### config.mk
export PLATFORM = sky130hd
export DESIGN_NAME = i2c_stat_mask
export DESIGN_NICKNAME = d
export VERILOG_FILES = /design/src/i2c_stat_pkg.sv /design/src/addr_cmp_if.sv /design/src/addr_match.sv /design/src/i2c_stat_mask.sv
export SDC_FILE = /design/constraint.sdc
export NUM_CORES = 1
export LEC_CHECK = 0
export BUFFER_PORTS_ARGS = -buffer_cell sky130_fd_sc_hd__buf_2
export CORE_ASPECT_RATIO = 1.25
export CORE_MARGIN = 3
export CORE_UTILIZATION = 45
export CTS_CLUSTER_DIAMETER = 120
export CTS_CLUSTER_SIZE = 28
export DETAILED_ROUTE_END_ITERATION = 6
export GPL_TIMING_DRIVEN = 0
export PLACE_DENSITY_LB_ADDON = 0.05
export SLEW_MARGIN = 20
export SYNTH_ARGS = -nofsm -noshare
export SYNTH_HDL_FRONTEND = slang
export SYNTH_SLANG_ARGS = --single-unit
### constraint.sdc
create_clock -name i_ref_clk -period 1.9 [get_ports i_ref_clk]
set_clock_uncertainty 0.15 [all_clocks]
set_input_delay 0 -clock i_ref_clk [delete_from_list [all_inputs] [get_ports i_ref_clk]]
set_output_delay 0 -clock i_ref_clk [all_outputs]
set_load 0.01 [all_outputs]
### src/i2c_stat_pkg.sv
// Constants shared by the I2C status and address-mask block.
// Assumes a 32-bit AXI4-Lite register bus and one peripheral clock.
package i2c_stat_pkg;

    localparam int ADDR_W = 8;
    localparam int DATA_W = 32;
    localparam int SLV_ADDR_W = 10;
    localparam int BYTE_W = 8;

    // Register byte offsets.
    localparam logic [ADDR_W-1:0] OFS_BUS_STATUS = 8'h00;
    localparam logic [ADDR_W-1:0] OFS_ADDR_MASK = 8'h04;
    localparam logic [ADDR_W-1:0] OFS_RX_BYTE = 8'h08;
    localparam logic [ADDR_W-1:0] OFS_TX_BYTE = 8'h0C;
    localparam logic [ADDR_W-1:0] OFS_IRQ_STATUS = 8'h10;
    localparam logic [ADDR_W-1:0] OFS_IRQ_CLEAR = 8'h14;
    localparam logic [ADDR_W-1:0] OFS_IRQ_ENABLE = 8'h18;

    // Field positions in the bus status register.
    localparam int BIT_TX_FULL = 0;
    localparam int BIT_RX_FULL = 1;
    localparam int BIT_DIR = 2;
    localparam int BIT_START = 3;
    localparam int BIT_OVERRUN = 6;

    // Interrupt event bits.
    localparam int IRQ_W = 5;
    localparam int EV_START = 0;
    localparam int EV_STOP = 1;
    localparam int EV_RX = 2;
    localparam int EV_TX_DONE = 3;
    localparam int EV_OVERRUN = 4;

    localparam logic [SLV_ADDR_W-1:0] MASK_RESET = 10'h000;
    localparam logic [BYTE_W-1:0] BYTE_RESET = 8'h00;
    localparam logic [IRQ_W-1:0] IRQ_RESET = 5'h00;
    localparam logic [DATA_W-1:0] WORD_ZERO = 32'h0000_0000;

    localparam logic [1:0] RESP_OKAY = 2'h0;
    localparam logic [1:0] RESP_SLVERR = 2'h2;

    typedef enum logic [2:0] {
        SEL_STATUS,
        SEL_MASK,
        SEL_RX_BYTE,
        SEL_TX_BYTE,
        SEL_IRQ_STATUS,
        SEL_IRQ_CLEAR,
        SEL_IRQ_ENABLE,
        SEL_NONE
    } reg_sel_type;

endpackage

### src/addr_cmp_if.sv
// Carries the slave address comparison between the status block and
// the address matcher.  Assumes both ends share the peripheral clock.
`timescale 1ns/100ps
interface addr_cmp_if
    import i2c_stat_pkg::*;
();
    logic [SLV_ADDR_W-1:0] own_addr;
    logic [SLV_ADDR_W-1:0] rx_addr;
    logic [SLV_ADDR_W-1:0] mask;
    logic match;

    modport ctl (output own_addr, output rx_addr, output mask, input match);
    modport cmp (input own_addr, input rx_addr, input mask, output match);
endinterface

### src/addr_match.sv
// Masked slave address comparator with a registered match output.
// Assumes the address inputs are stable, synchronous to the clock.
`timescale 1ns/100ps
module addr_match
    import i2c_stat_pkg::*;
(
    input wire logic i_ref_clk,
    input wire logic i_rst_b,
    addr_cmp_if.cmp cmp
);

    logic [SLV_ADDR_W-1:0] bit_ok;
    logic match_q;

    ////////////////////////////////////////////////////////////////////
    genvar g;
    generate
        for (g = 0; g < SLV_ADDR_W; g++)
        begin : g_bit
            // A masked position always agrees; others must be equal.
            assign bit_ok[g] = cmp.mask[g] |
                (cmp.rx_addr[g] == cmp.own_addr[g]);
        end
    endgenerate

    always_ff @(posedge i_ref_clk)
    begin
        if (!i_rst_b)
            match_q <= 1'b0;
        else
            match_q <= &bit_ok;
    end

    assign cmp.match = match_q;

    ////////////////////////////////////////////////////////////////////
    chk_masked_match: assert property (
        @(posedge i_ref_clk) disable iff (!i_rst_b)
        (((cmp.rx_addr ^ cmp.own_addr) & ~cmp.mask) == '0)
        |=> cmp.match)
        else $error("Masked address did not match.");

    chk_strict_miss: assert property (
        @(posedge i_ref_clk) disable iff (!i_rst_b)
        (((cmp.rx_addr ^ cmp.own_addr) & ~cmp.mask) != '0)
        |=> !cmp.match)
        else $error("Unmasked bit mismatch still matched.");

endmodule

### src/i2c_stat_mask.sv
// Status flags and slave address mask of the I2C unit, on AXI4-Lite.
// Assumes bus-condition and byte events arrive as one-cycle pulses
// synchronous to i_ref_clk from the rest of the I2C unit.
//
// How it works
// - Start flag sets on start or repeated start, clears on stop.
// - Slave direction flag loads after an address byte; 1 read, 0 write.
// - Receive-full flag sets when a received byte is stored.
// - Software reading the receive byte register clears receive-full.
// - Software writing the transmit byte register sets transmit-full.
// - Transmit-full clears once the byte has been shifted out.
// - Address bits with mask bit one are ignored in matching.
// - Address bits with mask bit zero must match exactly.
// - Mask bits above nine read zero; all mask bits reset to zero.
// - Overrun flag sets when a byte arrives while receive-full.
//
// Added by the designer: the AXI4-Lite register port and the register offsets.
`timescale 1ns/100ps
module i2c_stat_mask
    import i2c_stat_pkg::*;
(
    input wire logic i_ref_clk,
    input wire logic i_rst_b,
    input wire logic i_awvalid,
    output logic o_awready,
    input wire logic [ADDR_W-1:0] i_awaddr,
    input wire logic i_wvalid,
    output logic o_wready,
    input wire logic [DATA_W-1:0] i_wdata,
    input wire logic [3:0] i_wstrb,
    output logic o_bvalid,
    input wire logic i_bready,
    output logic [1:0] o_bresp,
    input wire logic i_arvalid,
    output logic o_arready,
    input wire logic [ADDR_W-1:0] i_araddr,
    output logic o_rvalid,
    input wire logic i_rready,
    output logic [DATA_W-1:0] o_rdata,
    output logic [1:0] o_rresp,
    input wire logic i_start_det,
    input wire logic i_stop_det,
    input wire logic i_addr_done,
    input wire logic i_addr_rw,
    input wire logic i_rx_valid,
    input wire logic [BYTE_W-1:0] i_rx_byte,
    input wire logic i_tx_done,
    input wire logic [SLV_ADDR_W-1:0] i_own_addr,
    input wire logic [SLV_ADDR_W-1:0] i_rx_addr,
    output logic o_addr_match,
    output logic [BYTE_W-1:0] o_tx_byte,
    output logic o_tx_load,
    output logic o_irq
);

    function automatic reg_sel_type decode(input logic [ADDR_W-1:0] a);
        unique case (a)
            OFS_BUS_STATUS: decode = SEL_STATUS;
            OFS_ADDR_MASK: decode = SEL_MASK;
            OFS_RX_BYTE: decode = SEL_RX_BYTE;
            OFS_TX_BYTE: decode = SEL_TX_BYTE;
            OFS_IRQ_STATUS: decode = SEL_IRQ_STATUS;
            OFS_IRQ_CLEAR: decode = SEL_IRQ_CLEAR;
            OFS_IRQ_ENABLE: decode = SEL_IRQ_ENABLE;
            default: decode = SEL_NONE;
        endcase
    endfunction

    logic aw_have_q;
    logic w_have_q;
    logic [ADDR_W-1:0] awaddr_q;
    logic [DATA_W-1:0] wdata_q;
    logic [3:0] wstrb_q;
    logic bvalid_q;
    logic [1:0] bresp_q;
    logic rvalid_q;
    logic [DATA_W-1:0] rdata_q;
    logic [1:0] rresp_q;
    logic wr_fire;
    logic rd_fire;
    reg_sel_type wr_sel;
    reg_sel_type rd_sel;
    logic start_q;
    logic dir_q;
    logic rx_full_q;
    logic tx_full_q;
    logic overrun_q;
    logic [BYTE_W-1:0] rx_byte_q;
    logic [BYTE_W-1:0] tx_byte_q;
    logic tx_load_q;
    logic [SLV_ADDR_W-1:0] mask_q;
    logic [IRQ_W-1:0] irq_stat_q;
    logic [IRQ_W-1:0] irq_en_q;
    logic [IRQ_W-1:0] events;
    logic rx_clear;
    logic ovr_set;
    logic [DATA_W-1:0] status_word;
    logic [DATA_W-1:0] rd_word;

    addr_cmp_if cmp_bus ();

    ////////////////////////////////////////////////////////////////////
    // Write channel: address and data may arrive in either order.
    assign o_awready = !aw_have_q && !bvalid_q;
    assign o_wready = !w_have_q && !bvalid_q;
    assign wr_fire = aw_have_q && w_have_q && !bvalid_q;
    assign wr_sel = decode(awaddr_q);

    always_ff @(posedge i_ref_clk)
    begin
        if (!i_rst_b)
        begin
            aw_have_q <= 1'b0;
            w_have_q <= 1'b0;
            awaddr_q <= '0;
            wdata_q <= WORD_ZERO;
            wstrb_q <= '0;
        end
        else
        begin
            if (i_awvalid && o_awready)
            begin
                aw_have_q <= 1'b1;
                awaddr_q <= i_awaddr;
            end
            else if (wr_fire)
                aw_have_q <= 1'b0;
            if (i_wvalid && o_wready)
            begin
                w_have_q <= 1'b1;
                wdata_q <= i_wdata;
                wstrb_q <= i_wstrb;
            end
            else if (wr_fire)
                w_have_q <= 1'b0;
        end
    end

    always_ff @(posedge i_ref_clk)
    begin
        if (!i_rst_b)
        begin
            bvalid_q <= 1'b0;
            bresp_q <= RESP_OKAY;
        end
        else if (wr_fire)
        begin
            bvalid_q <= 1'b1;
            bresp_q <= (wr_sel == SEL_NONE) ? RESP_SLVERR : RESP_OKAY;
        end
        else if (i_bready)
            bvalid_q <= 1'b0;
    end

    ////////////////////////////////////////////////////////////////////
    // Read channel: one outstanding read, data registered.
    assign o_arready = !rvalid_q;
    assign rd_fire = i_arvalid && o_arready;
    assign rd_sel = decode(i_araddr);

    always_comb
    begin
        status_word = WORD_ZERO;
        status_word[BIT_TX_FULL] = tx_full_q;
        status_word[BIT_RX_FULL] = rx_full_q;
        status_word[BIT_DIR] = dir_q;
        status_word[BIT_START] = start_q;
        status_word[BIT_OVERRUN] = overrun_q;
        rd_word = WORD_ZERO;
        unique case (rd_sel)
            SEL_STATUS: rd_word = status_word;
            SEL_MASK: rd_word[SLV_ADDR_W-1:0] = mask_q;
            SEL_RX_BYTE: rd_word[BYTE_W-1:0] = rx_byte_q;
            SEL_TX_BYTE: rd_word[BYTE_W-1:0] = tx_byte_q;
            SEL_IRQ_STATUS: rd_word[IRQ_W-1:0] = irq_stat_q;
            SEL_IRQ_ENABLE: rd_word[IRQ_W-1:0] = irq_en_q;
            SEL_IRQ_CLEAR: rd_word = WORD_ZERO;
            SEL_NONE: rd_word = WORD_ZERO;
        endcase
    end

    always_ff @(posedge i_ref_clk)
    begin
        if (!i_rst_b)
        begin
            rvalid_q <= 1'b0;
            rdata_q <= WORD_ZERO;
            rresp_q <= RESP_OKAY;
        end
        else if (rd_fire)
        begin
            rvalid_q <= 1'b1;
            rdata_q <= rd_word;
            rresp_q <= (rd_sel == SEL_NONE) ? RESP_SLVERR : RESP_OKAY;
        end
        else if (i_rready)
            rvalid_q <= 1'b0;
    end

    ////////////////////////////////////////////////////////////////////
    // Bus condition and direction flags, owned by hardware only.
    always_ff @(posedge i_ref_clk)
    begin
        if (!i_rst_b)
            start_q <= 1'b0;
        else if (i_start_det)
            start_q <= 1'b1;
        else if (i_stop_det)
            start_q <= 1'b0;
    end

    always_ff @(posedge i_ref_clk)
    begin
        if (!i_rst_b)
            dir_q <= 1'b0;
        else if (i_addr_done)
            dir_q <= i_addr_rw;
    end

    ////////////////////////////////////////////////////////////////////
    // Receive side.  A byte that arrives while the register is still
    // full is dropped so software keeps the older, unread byte.  A byte
    // that arrives in the cycle the old one is read takes its place, so
    // software never sees a byte twice.
    assign rx_clear = rd_fire && (rd_sel == SEL_RX_BYTE);
    assign ovr_set = i_rx_valid && rx_full_q && !rx_clear;

    always_ff @(posedge i_ref_clk)
    begin
        if (!i_rst_b)
        begin
            rx_full_q <= 1'b0;
            rx_byte_q <= BYTE_RESET;
        end
        else if (i_rx_valid && (!rx_full_q || rx_clear))
        begin
            rx_full_q <= 1'b1;
            rx_byte_q <= i_rx_byte;
        end
        else if (rx_clear && !i_rx_valid)
            rx_full_q <= 1'b0;
    end

    // Overrun is the one status bit software may clear, by writing 0.
    always_ff @(posedge i_ref_clk)
    begin
        if (!i_rst_b)
            overrun_q <= 1'b0;
        else if (ovr_set)
            overrun_q <= 1'b1;
        else if (wr_fire && wr_sel == SEL_STATUS && wstrb_q[0] &&
                 !wdata_q[BIT_OVERRUN])
            overrun_q <= 1'b0;
    end

    ////////////////////////////////////////////////////////////////////
    // Transmit side.
    always_ff @(posedge i_ref_clk)
    begin
        if (!i_rst_b)
        begin
            tx_full_q <= 1'b0;
            tx_byte_q <= BYTE_RESET;
            tx_load_q <= 1'b0;
        end
        else
        begin
            tx_load_q <= 1'b0;
            if (wr_fire && wr_sel == SEL_TX_BYTE && wstrb_q[0])
            begin
                tx_full_q <= 1'b1;
                tx_byte_q <= wdata_q[BYTE_W-1:0];
                tx_load_q <= 1'b1;
            end
            else if (i_tx_done)
                tx_full_q <= 1'b0;
        end
    end

    ////////////////////////////////////////////////////////////////////
    // Address mask; only the ten low bits exist.
    always_ff @(posedge i_ref_clk)
    begin
        if (!i_rst_b)
            mask_q <= MASK_RESET;
        else if (wr_fire && wr_sel == SEL_MASK)
        begin
            if (wstrb_q[0])
                mask_q[BYTE_W-1:0] <= wdata_q[BYTE_W-1:0];
            if (wstrb_q[1])
                mask_q[SLV_ADDR_W-1:BYTE_W] <=
                    wdata_q[SLV_ADDR_W-1:BYTE_W];
        end
    end

    assign cmp_bus.own_addr = i_own_addr;
    assign cmp_bus.rx_addr = i_rx_addr;
    assign cmp_bus.mask = mask_q;

    addr_match u_addr_match (
        .i_ref_clk(i_ref_clk),
        .i_rst_b(i_rst_b),
        .cmp(cmp_bus.cmp)
    );

    ////////////////////////////////////////////////////////////////////
    // Interrupts: sticky status, set wins over a clear in one cycle.
    always_comb
    begin
        events = IRQ_RESET;
        events[EV_START] = i_start_det;
        events[EV_STOP] = i_stop_det;
        events[EV_RX] = i_rx_valid;
        events[EV_TX_DONE] = i_tx_done;
        events[EV_OVERRUN] = ovr_set;
    end

    always_ff @(posedge i_ref_clk)
    begin
        if (!i_rst_b)
            irq_stat_q <= IRQ_RESET;
        else if (wr_fire && wr_sel == SEL_IRQ_CLEAR && wstrb_q[0])
            irq_stat_q <= (irq_stat_q & ~wdata_q[IRQ_W-1:0]) | events;
        else
            irq_stat_q <= irq_stat_q | events;
    end

    always_ff @(posedge i_ref_clk)
    begin
        if (!i_rst_b)
            irq_en_q <= IRQ_RESET;
        else if (wr_fire && wr_sel == SEL_IRQ_ENABLE && wstrb_q[0])
            irq_en_q <= wdata_q[IRQ_W-1:0];
    end

    assign o_irq = |(irq_stat_q & irq_en_q);
    assign o_bvalid = bvalid_q;
    assign o_bresp = bresp_q;
    assign o_rvalid = rvalid_q;
    assign o_rdata = rdata_q;
    assign o_rresp = rresp_q;
    assign o_addr_match = cmp_bus.match;
    assign o_tx_byte = tx_byte_q;
    assign o_tx_load = tx_load_q;

    ////////////////////////////////////////////////////////////////////
    chk_start_set: assert property (
        @(posedge i_ref_clk) disable iff (!i_rst_b)
        i_start_det |=> start_q ##1 (start_q || $past(i_stop_det)))
        else $error("Start flag not set by start condition.");

    chk_stop_clear: assert property (
        @(posedge i_ref_clk) disable iff (!i_rst_b)
        i_stop_det && !i_start_det |=> !status_word[BIT_START])
        else $error("Start flag not cleared by stop.");

    chk_dir_load: assert property (
        @(posedge i_ref_clk) disable iff (!i_rst_b)
        i_addr_done |=> dir_q == $past(i_addr_rw))
        else $error("Direction flag not loaded from address byte.");

    chk_rx_set: assert property (
        @(posedge i_ref_clk) disable iff (!i_rst_b)
        i_rx_valid && !rx_full_q |=> rx_full_q &&
            rx_byte_q == $past(i_rx_byte))
        else $error("Receive-full not set on stored byte.");

    chk_rx_read: assert property (
        @(posedge i_ref_clk) disable iff (!i_rst_b)
        rx_clear && !i_rx_valid |=> !rx_full_q && o_rvalid)
        else $error("Receive read did not clear receive-full.");

    chk_tx_set: assert property (
        @(posedge i_ref_clk) disable iff (!i_rst_b)
        wr_fire && wr_sel == SEL_TX_BYTE && wstrb_q[0]
        |=> tx_full_q && o_tx_load && o_bvalid)
        else $error("Transmit write did not set transmit-full.");

    chk_tx_done: assert property (
        @(posedge i_ref_clk) disable iff (!i_rst_b)
        i_tx_done && !(wr_fire && wr_sel == SEL_TX_BYTE) |=> !tx_full_q)
        else $error("Transmit-full not cleared after shift-out.");

    chk_mask_upper: assert property (
        @(posedge i_ref_clk) disable iff (!i_rst_b)
        rd_fire && rd_sel == SEL_MASK
        |=> o_rdata[DATA_W-1:SLV_ADDR_W] == '0 &&
            o_rdata[SLV_ADDR_W-1:0] == $past(mask_q))
        else $error("Mask readback wrong or upper bits not zero.");

    chk_overrun_set: assert property (
        @(posedge i_ref_clk) disable iff (!i_rst_b)
        ovr_set |=> overrun_q && $stable(rx_byte_q))
        else $error("Overrun not flagged or old byte lost.");

    chk_status_ro: assert property (
        @(posedge i_ref_clk) disable iff (!i_rst_b)
        wr_fire && wr_sel == SEL_STATUS && !i_start_det && !i_stop_det &&
        !i_addr_done && !i_rx_valid && !i_tx_done && !rx_clear
        |=> $stable(status_word[BIT_START:BIT_TX_FULL]))
        else $error("Software write changed a read-only flag.");

endmodule

## Word level (Yosys, flattened, before mapping)

Index checks and enable logic that the tools add are counted.
Widths: inputs -> output; s select.

- Bits in registers: 81
- Bits of input ports: 93
- Output and inout port bits: 52
- Logic and storage cells: 144

- Eq/ne operators: 34
- Mux-type cells: 24
- Bitwise gates (word level): 15
- Reductions and logical operators: 48

Operator list:

| operator | count |
|---|---|
| $eq 8x5->1 const B | 6 |
| $pmux 3 s7 | 2 |
| $pmux 5 s7 | 1 |
| $eq 8x4->1 const B | 4 |
| $logic_and 1x1->1 | 22 |
| $eq 3x3->1 const B | 7 |
| $eq 8x3->1 const B | 2 |
| $logic_not 8->1 | 2 |
| $mux 1 | 16 |
| $reduce_bool 2->1 | 8 |
| $pmux 3 s4 | 1 |
| $and 5x5->5 | 2 |
| $eq 1x1->1 | 10 |
| $or 1x1->1 | 10 |
| $or 5x5->5 | 2 |
| $reduce_and 10->1 | 1 |
| $eq 3x2->1 const B | 3 |
| $logic_not 1->1 | 8 |
| $eq 3x1->1 const B | 2 |
| $logic_not 3->1 | 2 |
| $mux 2 | 3 |
| $mux 5 | 1 |
| $not 5->5 | 1 |
| $reduce_or 5->1 | 1 |
| other kinds (3) | 4 |

## Depth between registers and ports, before layout

Gate-level depths: netlist of run 1.

- Depth in word-level cells: 8
- Gate-level depth with buffers: 6
- Gate-level depth less buffers: 4

## By module

From an unflattened synthesis of run 1, not the netlist that was laid out.

- Cell total of the unflattened synthesis: 431
- Area total of the unflattened synthesis: 3626.0 um^2

Modules (own cells, without submodules):

| module | instances | cells each | area an instance (um^2) | seq. area each (um^2) |
|---|---|---|---|---|
| i2c_stat_mask | 1 | 412 | 3467.1 | 1561.5 |
| addr_match | 1 | 19 | 158.9 | 20.0 |

## Worst setup path before layout of run 1

Ideal clock, no wire load.

- Path kind: register to register
- Start point: reg awaddr_q[0]
- End point: reg mask_q[0], in the netlist cmp_bus.mask[0]
- Library setup time: 0.072 ns
- Arrival time: 1.469 ns
- Data required time: 1.678 ns
- Path slack: 0.209 ns
- Cell stages (with the launch flop): 6
- Buffers on the path: 1
- Period minus slack after synthesis: 1.691 ns
- Cells stage by stage: dfxtp_1 or4_4 nor3_2 and2_2 buf_6 mux2i_1

- Cells in the longest elaborated chain, start to end: 5
- Elaborated cells on any way between the ends: 11
- Those cells by class: eq/ne: 7; mux: 1; reduce/logical: 3

Ends and longest elaborated chain:

| item | RTL line | source |
|---|---|---|
| from (decl) | i2c_stat_mask.sv:71 | `logic [ADDR_W-1:0] awaddr_q;` |
| from (signal assigned) | i2c_stat_mask.sv:124 | `awaddr_q <= i_awaddr;` |
| $eq 8x5->1, or another cell as far along | i2c_stat_mask.sv:57 | `unique case (a)` |
| $pmux 3 s7 * | i2c_stat_mask.sv:57 |  |
| $eq 3x1->1 * | i2c_stat_mask.sv:286 | `else if (wr_fire && wr_sel == SEL_MASK)` |
| $logic_and 1x1->1 * | i2c_stat_mask.sv:286 |  |
| $reduce_and 2->1 (no line) * | n/a |  |
| to (signal, indexed assignment) | i2c_stat_mask.sv:289 | `mask_q[BYTE_W-1:0] <= wdata_q[BYTE_W-1:0];` |
| to (signal, indexed assignment) | i2c_stat_mask.sv:291 | `mask_q[SLV_ADDR_W-1:BYTE_W] <=` |
| to (decl) | i2c_stat_mask.sv:91 | `logic [SLV_ADDR_W-1:0] mask_q;` |

Mark *: on every way between the ends. The rest lies on a longest branch, timed or not.
A chain may end at the register's enable or synchronous reset.

## Worst setup path in the final report of run 1

- Start point: reg awaddr_q[0]
- End point: reg mask_q[5], in the netlist cmp_bus.mask[5]

The elaborated chain is that of the path after synthesis.

==> results of run 1 <==
-- what timing repair did --
action	CTS	global route
hold buffers	67	0
buffers inserted	1	0
setup endpoints to repair	12	32
endpoints found under the hold margin	44	0
pin swaps	1	1
gates resized for setup	2	8
-- stage by stage --
step           std cells  TNS (ns)  hold slack, ns  setup slack, ns
2_1_floorplan        476         0         -0.0326            0.209
3_3_place_gp         667     -1.10          0.0722           -0.178
3_5_place_dp         667     -1.41          0.0878           -0.219
4_1_cts              751         0          0.0407          0.00403
5_1_grt              751   -0.0147           0.130          -0.0113
6_report             751         0          0.0609           0.0780
-- layout make-up --
type                            instances  share of cell area
Buffer                                 49              0.0588
Timing Repair Buffer                  164               0.213
Tap cell                               95              0.0218
Sequential cell                        79               0.291
Clock inverter                          5              0.0237
Inverter                               10             0.00689
Clock buffer                           11              0.0260
Multi-Input combinational cell        338               0.359
-- kinds of logic after synthesis --
group	count (synthesis)	synth area share
other cells	1	0.000996
xor+xnor	10	0.0233
mux	23	0.0632
simple gates	179	0.235
flops	79	0.420
buf+inv	59	0.0937
compound gates	102	0.163
-- metal layers --
| layer | routed length [µm] | vias up | part of all wire |
|---|---|---|---|
| met1 | 4410 | 1762 | 0.39 |
| met4 | 369 | 0 | 0.032 |
| li1 | - | 1929 | - |
| met2 | 6020 | 117 | 0.53 |
| met5 | 0 | - | 0 |
| met3 | 617 | 29 | 0.054 |
-- worst paths after layout --
path / from / endpoint / slack, ns / cells past startpoint
worst max-delay path: awaddr_q[0] / cmp_bus.mask[5] / 0.08 / 5
worst min-delay path: i_arvalid / o_rresp[1] / 0.06 / 4
worst max register to register: awaddr_q[0] / cmp_bus.mask[5] / 0.08 / 5
worst min register to register: o_rdata[5] / o_rdata[5] / 0.30 / 2
-- tightest hold or removal path, stage by stage --
cell	delay, ns
buf_2	0.11
nor2b_1	0.19
o22ai_1	0.16
nor2_1	0.05
-- flip-flops by register name, summed over array words and instances (netlist names) --
register,count
cmp_bus.mask,10
o_rdata,10
wdata_q,10
awaddr_q,8
o_tx_byte,8
rx_byte_q,8
irq_en_q,5
irq_stat_q,5
wstrb_q,2
aw_have_q,1
dir_q,1
o_bresp,1
o_bvalid,1
o_rresp,1
o_rvalid,1
o_tx_load,1
overrun_q,1
rx_full_q,1
start_q,1
tx_full_q,1
u_addr_match.cmp.match,1
w_have_q,1
-- power by group --
group	switching (W)	total, W	internal, W
clock network	0.000621	0.00167	0.00105
logic	0.000300	0.000607	0.000307
registers	0.0000487	0.00177	0.00172
total	0.000969	0.00404	0.00307
-- placed cells by master (no fill, tap or decap), types with 5 or more instances in the layout --
| cell | instances |
|---|---|
| xnor2_1 | 10 |
| a21oi_1 | 42 |
| o21ai_0 | 26 |
| dfxtp_1 | 78 |
| inv_1 | 9 |
| a31oi_1 | 5 |
| a32oi_1 | 6 |
| clkbuf_8 | 10 |
| mux2_2 | 6 |
| and3b_1 | 5 |
| dlygate4sd3_1 | 67 |
| nand3_1 | 20 |
| nor2_1 | 22 |
| nand2_1 | 93 |
| buf_4 | 28 |
| o22ai_1 | 5 |
| conb_1 | 24 |
| mux2i_1 | 17 |
| clkbuf_1 | 14 |
| buf_2 | 98 |
==> impl_results.md, run 1 <==
- Clock Sinks: 79
- Row count: 36
- Die X: 87.8 µm
- Min-delay worst type: in -> reg
- Synth area leaders: dfxtp_1, nand2_1, a21oi_1, buf_4, mux2i_1
- Design area: 5440 µm²
- Worst Tran Pin Value: 0.574 ns
- Largest net degree at the start of global routing: 14
- Vias in the first global route: 3747
- I/O pin count: 145
- RSZ-0062 raised after global routing: true
- DR pass1 iterations: 4
- H-tree depth: 3
- CP bufs+invs: 1
- First-pass GRT wire length: 18000 µm
- Cell taking the most area after synthesis: dfxtp_1
- CP Launch Type: register
- Grt total ovfl: 0
- Root buffer selected by CTS: clkbuf_8
- Post-synth top area share: 0.420
- Post-Synthesis Cells: 453
- Final nets: 744
- Fmax: 549 MHz
- Clk Latency, worst-skew pair: 0.35 ns
- Fraction of layout cells with a size suffix above 1: 0.258
- Max Cap Viol: 0
- Post-synth EDFFs: 0
- TritonCTS clock tree: done
- Tcrit/Tclk final: 0.959
- GRT met1 Usage: 0.279
- Num CTS Buffers: 9
- Die height: 108 µm
- CP max-delay cell: or4_4
- Post-Synthesis Cell Area: 3760 µm²
- Wirelength, routed: 11400 µm
- Die Area: 9500 µm²
- Cell chain of the critical path: or4_4 > nor3_4 > and2_4 > buf_8 > mux2i_1
- Mapped Avg Cell Area: 8.31 µm²
- GR Util met2: 0.440
- Worst-path clk slew: 0.08 ns
- Worst path arrival time: 1.95 ns
- DPL Wire Length: 8110 µm
- Leak: 2.36 nW
- Clk buf depth: 2
- Tot GR Track Use: 0.246
- Fin crit period: 1.82 ns
- Top cells by count, synth: nand2_1, dfxtp_1, a21oi_1, buf_4, o21ai_0
- Sequential area share after synthesis: 0.420
- Kind of critical path: reg -> reg
- Vias/cell: 5.11
- Status: completed
- Area of the multi-input gates: 1960 µm²
- Endpoints failing setup: 0
- Number of unique standard cell types used by synthesis: 54
- Most numerous cell in the Yosys netlist: nand2_1
- Peak supply drop: 654 µV
- Fraction of registers with async set/reset: 0
- Max-slew headroom: 0.617
- Area Overhead vs Synth: 44.6%
- Seq. cell area: 1580 µm²
- Routed via count: 3837
- Final hold vios: 0
- Yosys warns: 0
- FILL cells: 709
- Number of port buffers: 96
- Critical path fanouts, max: 8
- Worst path max stage delay: 0.57 ns
- Crit end category: register
- Wire length per cell: 15.2 µm
- Max Slew Vio Count: 0
- Predominant post-synthesis flop cell: dfxtp_1
- Synth Register Bits: 79
- Worst path top cell family by delay: simple AND/OR/NAND/NOR gates
- DRC: 0
- Area post-placement: 4450 µm²
- ANT cells: 0
- RePlAce Congestion: 0.925
- Met3 Usage GRT: 0.0366
- Layout Utilization: 0.683
- GRT Max-Usage Layer: met2
- Core Region: 7970 µm²
- Initial antenna violation count: 0
- Cell Pwr Density: 742 nW/µm²
- Detail Route Antenna Nets: 0
- CP Data Required Time: 2.03 ns
- Overall power: 0.00404 W
- Initial Util: 0.472
- Initial DRC Count: 257
Note: power is estimated with default switching activity, not from simulation.
==> inputs of run 2 (changes only) <==
Settings changed: ABC_AREA from default to 1.
==> impl_results.md, run 2 <==
- Status: completed
- Die X: 87.4 µm (-0.43%)
- Sequential area share after synthesis: 0.424 (+0.00395)
- I/O pin count: 145 (unchanged)
- Final nets: 830 (+12%)
- Vias in the first global route: 3822 (+2.0%)
- Critical path fanouts, max: 10 (+2)
- FILL cells: 684 (-3.5%)
- Tcrit/Tclk final: 0.986 (+0.0271)
- RSZ-0062 raised after global routing: true
- Fmax: 534 MHz (-2.7%)
- Sw frac: 0.265 (+0.0252)
- Sum Neg Setup Slack: 0 ns (unchanged)
- Worst Hold Path Cells: 6 (+2)
- Root buffer selected by CTS: clkbuf_8
- Cell Pwr Density: 706 nW/µm² (-4.7%)
- Most frequent cells in the layout: buf_2, nand2_1, nor2_1, dfxtp_1, dlygate4sd3_1
- CP Data Required Time: 2.04 ns (about the same)
- Wirelength, routed: 11400 µm (+0.13%)
- Routed via count: 4064 (+5.9%)
- Die height: 108 µm (-0.44%)
- Post-Synthesis Cells: 535 (+18%)
- Vias/cell: 4.86 (-5.0%)
- Cell taking the most area after synthesis: dfxtp_1
- Most numerous cell in the Yosys netlist: nand2_1
- CP Launch Type: input pin
- Min-delay worst type: in -> reg
- Comb pwr share: 0.164 (+0.014)
- Overall power: 0.00379 W (-6.2%)
- Worst Tran Pin Value: 0.623 ns (+0.0489 ns)
- Post-synth top area share: 0.424 (+0.00395)
- Initial DRC Count: 201 (-22%)
- RePlAce Congestion: 0.874 (-5.5%)
- Largest net degree at the start of global routing: 14 (unchanged)
- Wire length per cell: 13.7 µm (-10%)
- Predominant post-synthesis flop cell: dfxtp_1
- Leak: 2.53 nW (+7.3%)
- Core Region: 7930 µm² (-0.57%)
- Row count: 36 (unchanged)
- Reg power frac: 0.475 (+0.038)
- Worst path arrival time: 2.01 ns (+0.06 ns)
- Number of port buffers: 95 (-1.0%)
- Clk pwr share: 0.361 (-0.052)
- DR pass1 iterations: 5 (+1)
- Max-slew headroom: 0.585 (-0.0326)
- H-tree depth: 3 (unchanged)
- Synth area leaders: dfxtp_1, nand2_1, nor2_1, o21ai_0, a21oi_1
- Post-Synthesis Cell Area: 3730 µm² (-0.93%)
- Clk Latency, worst-skew pair: 0.35 ns (about the same)
- Area Overhead vs Synth: 43.7%
- Placed cell count: 748 (+12%)
- Final hold vios: 0 (unchanged)
- Fraction of layout cells with a size suffix above 1: 0.217 (-0.0406)
- Post-synth EDFFs: 0 (unchanged)
- Top cells by count, synth: nand2_1, nor2_1, dfxtp_1, inv_1, o21ai_0
- Num CTS Buffers: 9 (unchanged)
- Initial Util: 0.470 (-0.00174)
- Peak supply drop: 594 µV (-9.1%)
- Initial antenna violation count: 0 (unchanged)
- Detail Route Antenna Nets: 0 (unchanged)
- DPL Wire Length: 7960 µm (-1.8%)
- Crit end category: register
- Grt total ovfl: 0 (unchanged)
- Die Area: 9420 µm² (-0.87%)
- Net Switching: 0.00100 W (+3.6%)
- Synth Register Bits: 79 (unchanged)
- Final hold slack: 0.0194 ns (-0.0415 ns)
- TritonCTS clock tree: done
- Max Cap Viol: 0 (unchanged)
- Max Slew Vio Count: 0 (unchanged)
- Worst-path clk slew: 0.08 ns (about the same)
- Clock Sinks: 79 (unchanged)
- Fin crit period: 1.87 ns (+0.0514 ns)
- Tot GR Track Use: 0.251 (+0.00562)
- Mapped Avg Cell Area: 6.97 µm² (-16%)
- Reg2Reg Depth: 8 (+3)
- Number of unique standard cell types used by synthesis: 31 (-43%)
- DRC: 0 (unchanged)
- Commonest non-fill, non-tap cell in the layout: buf_2
- First-pass GRT wire length: 18100 µm (+0.69%)
- Yosys warns: 0 (unchanged)
- Non-Filler Instances: 837 (+11%)
- Clk buf depth: 2 (unchanged)
- Kind of critical path: in -> reg
- Endpoints failing setup: 0 (unchanged)
- Cell internal pwr: 0.00278 W (-9.3%)
- ANT cells: 0 (unchanged)
- Fraction of registers with async set/reset: 0 (unchanged)
==> run 2: what timing repair did <==
action                                  in CTS  in global routing
endpoints found under the setup margin       0                 14
gates resized for setup                      0                  5
setup buffers                                0                  3
hold endpoints to repair                    47                  0
hold buffers                                70                  0
==> run 2: logic make-up after synthesis <==
kind of cell              synth area share
buffers and inverters                0.129
AOI/OAI and AO/OA                    0.157
xor gates and xnor gates            0.0141
DFF                                  0.424
other                              0.00101
and+or+nand+nor                      0.276
==> run 2: power groups by stage <==
stage / Sequential, W / Combinational, W / Clock [W]
final: 0.00180 / 0.000621 / 0.00137
after global routing: 0.00181 / 0.000698 / 0.00145
after CTS: 0.00180 / 0.000601 / 0.00138
after detailed placement: 0.00184 / 0.000482 / 0
after global placement: 0.00184 / 0.000471 / 0
after floorplan: 0.00182 / 0.000319 / 0
==> run 2: layer usage <==
metal / routed length, µm / track usage / vias to the layer above
met5: 0 / 0 / -
met1: 4580 / 0.291 / 1798
met2: 5780 / 0.448 / 147
met4: 362 / 0.111 / 0
li1: - / - / 2087
met3: 719 / 0.0383 / 32
==> run 2: path summary, 6_finish.rpt <==
kind,start,to,slack (ns)
setup / recovery,i_araddr[1],o_rdata[8],0.03
hold reg to reg,wdata_q[9],cmp_bus.mask[9],0.31
hold / removal,i_araddr[3],o_rdata[9],0.02
setup reg to reg,aw_have_q,o_tx_byte[0],0.20
==> run 2: critical path: stages <==
cell and delay [ns]:
dlygate4sd3_1 0.53, buf_2 0.13, inv_1 0.04, nand2_1 0.11, nor2_2 0.35, dlygate4sd3_1 0.64
nand3_1 0.08, a21oi_1 0.12
==> run 2: through the flow <==
stage	area [µm²]	setup WS, ns	util
3_3_place_gp	4410	0.236	0.556
2_1_floorplan	3810	0.414	-
5_1_grt	5360	-0.0845	0.676
6_report	5360	0.0266	0.676
3_5_place_dp	4410	0.195	0.556
4_1_cts	5320	0.0348	0.672
==> run 2: layout make-up <==
cell class,count,area [µm²],share of cell area
Clock inverter,5,82.6,0.0154
Clock buffer,11,131,0.0245
Tap cell,95,119,0.0222
Timing Repair Buffer,168,1200,0.224
Sequential cell,79,1580,0.295
Buffer,41,258,0.0481
Inverter,59,226,0.0423
Multi-Input combinational cell,379,1760,0.329
==> inputs of run 3 (changes only) <==
Clock period 1.9 ns to 2.1 ns, I/O delays scaled along.
==> impl_results.md, run 3 (synthesis results as in run 2) <==
- Status: finished with violations
- Violated checks: negative hold slack
- Top layer in use: met4
- Clk buf depth: 2 (unchanged)
- Comb pwr share: 0.169 (+0.005)
- Sw frac: 0.265 (-0.000444)
- Leak: 2.56 nW (+1.1%)
- Final hold vios: 1 (+1)
- DPL Wire Length: 7960 µm (unchanged)
- Number of port buffers: 95 (unchanged)
- Die height: 108 µm (unchanged)
- Final nets: 835 (+0.60%)
- Fin crit period: 2.00 ns
- Most frequent cells in the layout: buf_2, nand2_1, nor2_1, dfxtp_1, dlygate4sd3_1
- Cell internal pwr: 0.00253 W (-8.9%)
- Tcrit/Tclk final: 0.954
- Root buffer selected by CTS: clkbuf_8
- Die Area: 9420 µm² (unchanged)
- CP Data Required Time: 2.24 ns (+0.20 ns)
- Die X: 87.4 µm (unchanged)
- Worst path arrival time: 2.14 ns (+0.13 ns)
- Num CTS Buffers: 9 (unchanged)
- Min-delay worst type: in -> reg
- TritonCTS clock tree: done
- Initial antenna violation count: 0 (unchanged)
- Sum Neg Setup Slack: 0 ns (unchanged)
- WL met2: 5790 µm (+0.26%)
- I/O pin count: 145 (unchanged)
- Initial Util: 0.470 (unchanged)
- Peak supply drop: 541 µV (-9.0%)
- Grt total ovfl: 0 (unchanged)
- Placed cell count: 748 (unchanged)
- Vias in the first global route: 3836 (+0.37%)
- First-pass GRT wire length: 18100 µm (-0.38%)
- FILL cells: 708 (+3.5%)
- Setup ws final: 0.0961 ns (+0.0695 ns)
- Fmax: 499 MHz
- Clk pwr share: 0.359 (-0.002)
- Row count: 36 (unchanged)
- WL met3: 815 µm (+13%)
- Worst hold start: i_own_addr[8]
- Wirelength, routed: 11400 µm (-0.24%)
- FF-to-FF Start: o_rvalid
- H-tree depth: 3 (unchanged)
- Reg power frac: 0.473 (-0.002)
- Endpoints failing setup: 0 (unchanged)
- Worst Tran Pin Value: 0.611 ns (-0.0119 ns)
- Core Region: 7930 µm² (unchanged)
- Cell Pwr Density: 636 nW/µm² (-10%)
- Vias/cell: 4.88 (+0.48%)
- Post-Route M1 WL: 4510 µm (-1.5%)
- Final hold slack: -0.0330 ns (-0.0524 ns)
- Area Overhead vs Synth: 45.4%
- Critical path fanouts, max: 10 (unchanged)
- Max-slew headroom: 0.591 (+0.00644)
- Non-Filler Instances: 842 (+0.60%)
- Kind of critical path: in -> reg
- Wire length per cell: 13.5 µm (-0.83%)
- RePlAce Congestion: 0.874 (unchanged)
- Reg2Reg Depth: 9 (+1)
- ANT cells: 0 (unchanged)
- Detail Route Antenna Nets: 0 (unchanged)
- Tot GR Track Use: 0.249 (-0.00233)
- Max Slew Vio Count: 0 (unchanged)
- Pre-CTS WS: 0.395 ns (+0.200 ns)
- Net Switching: 0.000912 W (-9.1%)
- Routed via count: 4108 (+1.1%)
- DR pass1 iterations: 7 (+2)
- Max Cap Viol: 0 (unchanged)
- Largest net degree at the start of global routing: 14 (unchanged)
- Clk Latency, worst-skew pair: 0.35 ns (about the same)
- CP Launch Type: input pin
- Crit end category: register
- Worst setup path startpoint: i_rst_b
- Clock Sinks: 79 (unchanged)
- DRC: 0 (unchanged)
- Worst-path clk slew: 0.09 ns (about the same)
- Fraction of layout cells with a size suffix above 1: 0.214 (-0.00279)
- Commonest non-fill, non-tap cell in the layout: buf_2
- Initial DRC Count: 231 (+15%)
- Worst Hold Path Cells: 7 (+1)
run 3: changes by cell type in the layout (fill, tap and decap cells not counted), moves of 2 or more:
| cell | delta |
|---|---|
| clkbuf_1 | -2 |
| dlygate4sd3_1 | +8 |
| clkbuf_2 | +2 |
| buf_4 | -3 |
run 3: per-stage QoR:
step	utilization	cell area, µm²	total power [W]
after floorplan	-	3810	0.00194
after global placement	0.556	4410	0.00209
after detailed placement	0.556	4410	0.00210
after CTS	0.680	5390	0.00344
after global routing	0.684	5420	0.00360
final	0.684	5420	0.00345
run 3: path summary, 6_finish.rpt:
kind	endpoint	slack [ns]
worst max-delay path	awaddr_q[4]	0.1
worst max register to register	rx_byte_q[7]	0.15
worst min register to register	cmp_bus.mask[9]	0.31
worst min-delay path	u_addr_match.cmp.match	-0.03
run 3: layer usage:
layer | up-vias | global-route usage
li1 | 2096 | -
met1 | 1825 | 0.287
met3 | 29 | 0.0467
met4 | 0 | 0.0844
met2 | 158 | 0.452
met5 | - | 0
run 3: area by class of cell:
type	instances	area, µm²	share of cell area
Timing Repair Buffer	173	1260	0.232
Clock inverter	5	82.6	0.0152
Multi-Input combinational cell	379	1770	0.326
Tap cell	95	119	0.0219
Buffer	41	260	0.0480
Sequential cell	79	1580	0.292
Clock buffer	11	131	0.0242
Inverter	59	223	0.0411
run 3: power by group through the flow:
| stage | Sequential (W) | Clock, W | Combinational (W) |
|---|---|---|---|
| global placement | 0.00166 | 0 | 0.000426 |
| CTS | 0.00163 | 0.00125 | 0.000561 |
| detailed placement | 0.00166 | 0 | 0.000436 |
| global route | 0.00164 | 0.00131 | 0.000652 |
| finish | 0.00163 | 0.00124 | 0.000581 |
| floorplan | 0.00165 | 0 | 0.000288 |
run 3: timing repair:
action                                 CTS  global route
setup buffers                            0             0
setup endpoints to repair                0            15
hold buffers                            77             2
endpoints found under the hold margin   47             1
resized for setup                        0            11
run 3: worst max-delay path, stage by stage:
cell and delay, ns:
dlygate4sd3_1 0.53, clkbuf_1 0.30, clkbuf_1 0.45, o21ai_0 0.16, dlygate4sd3_1 0.59, a21oi_1 0.10
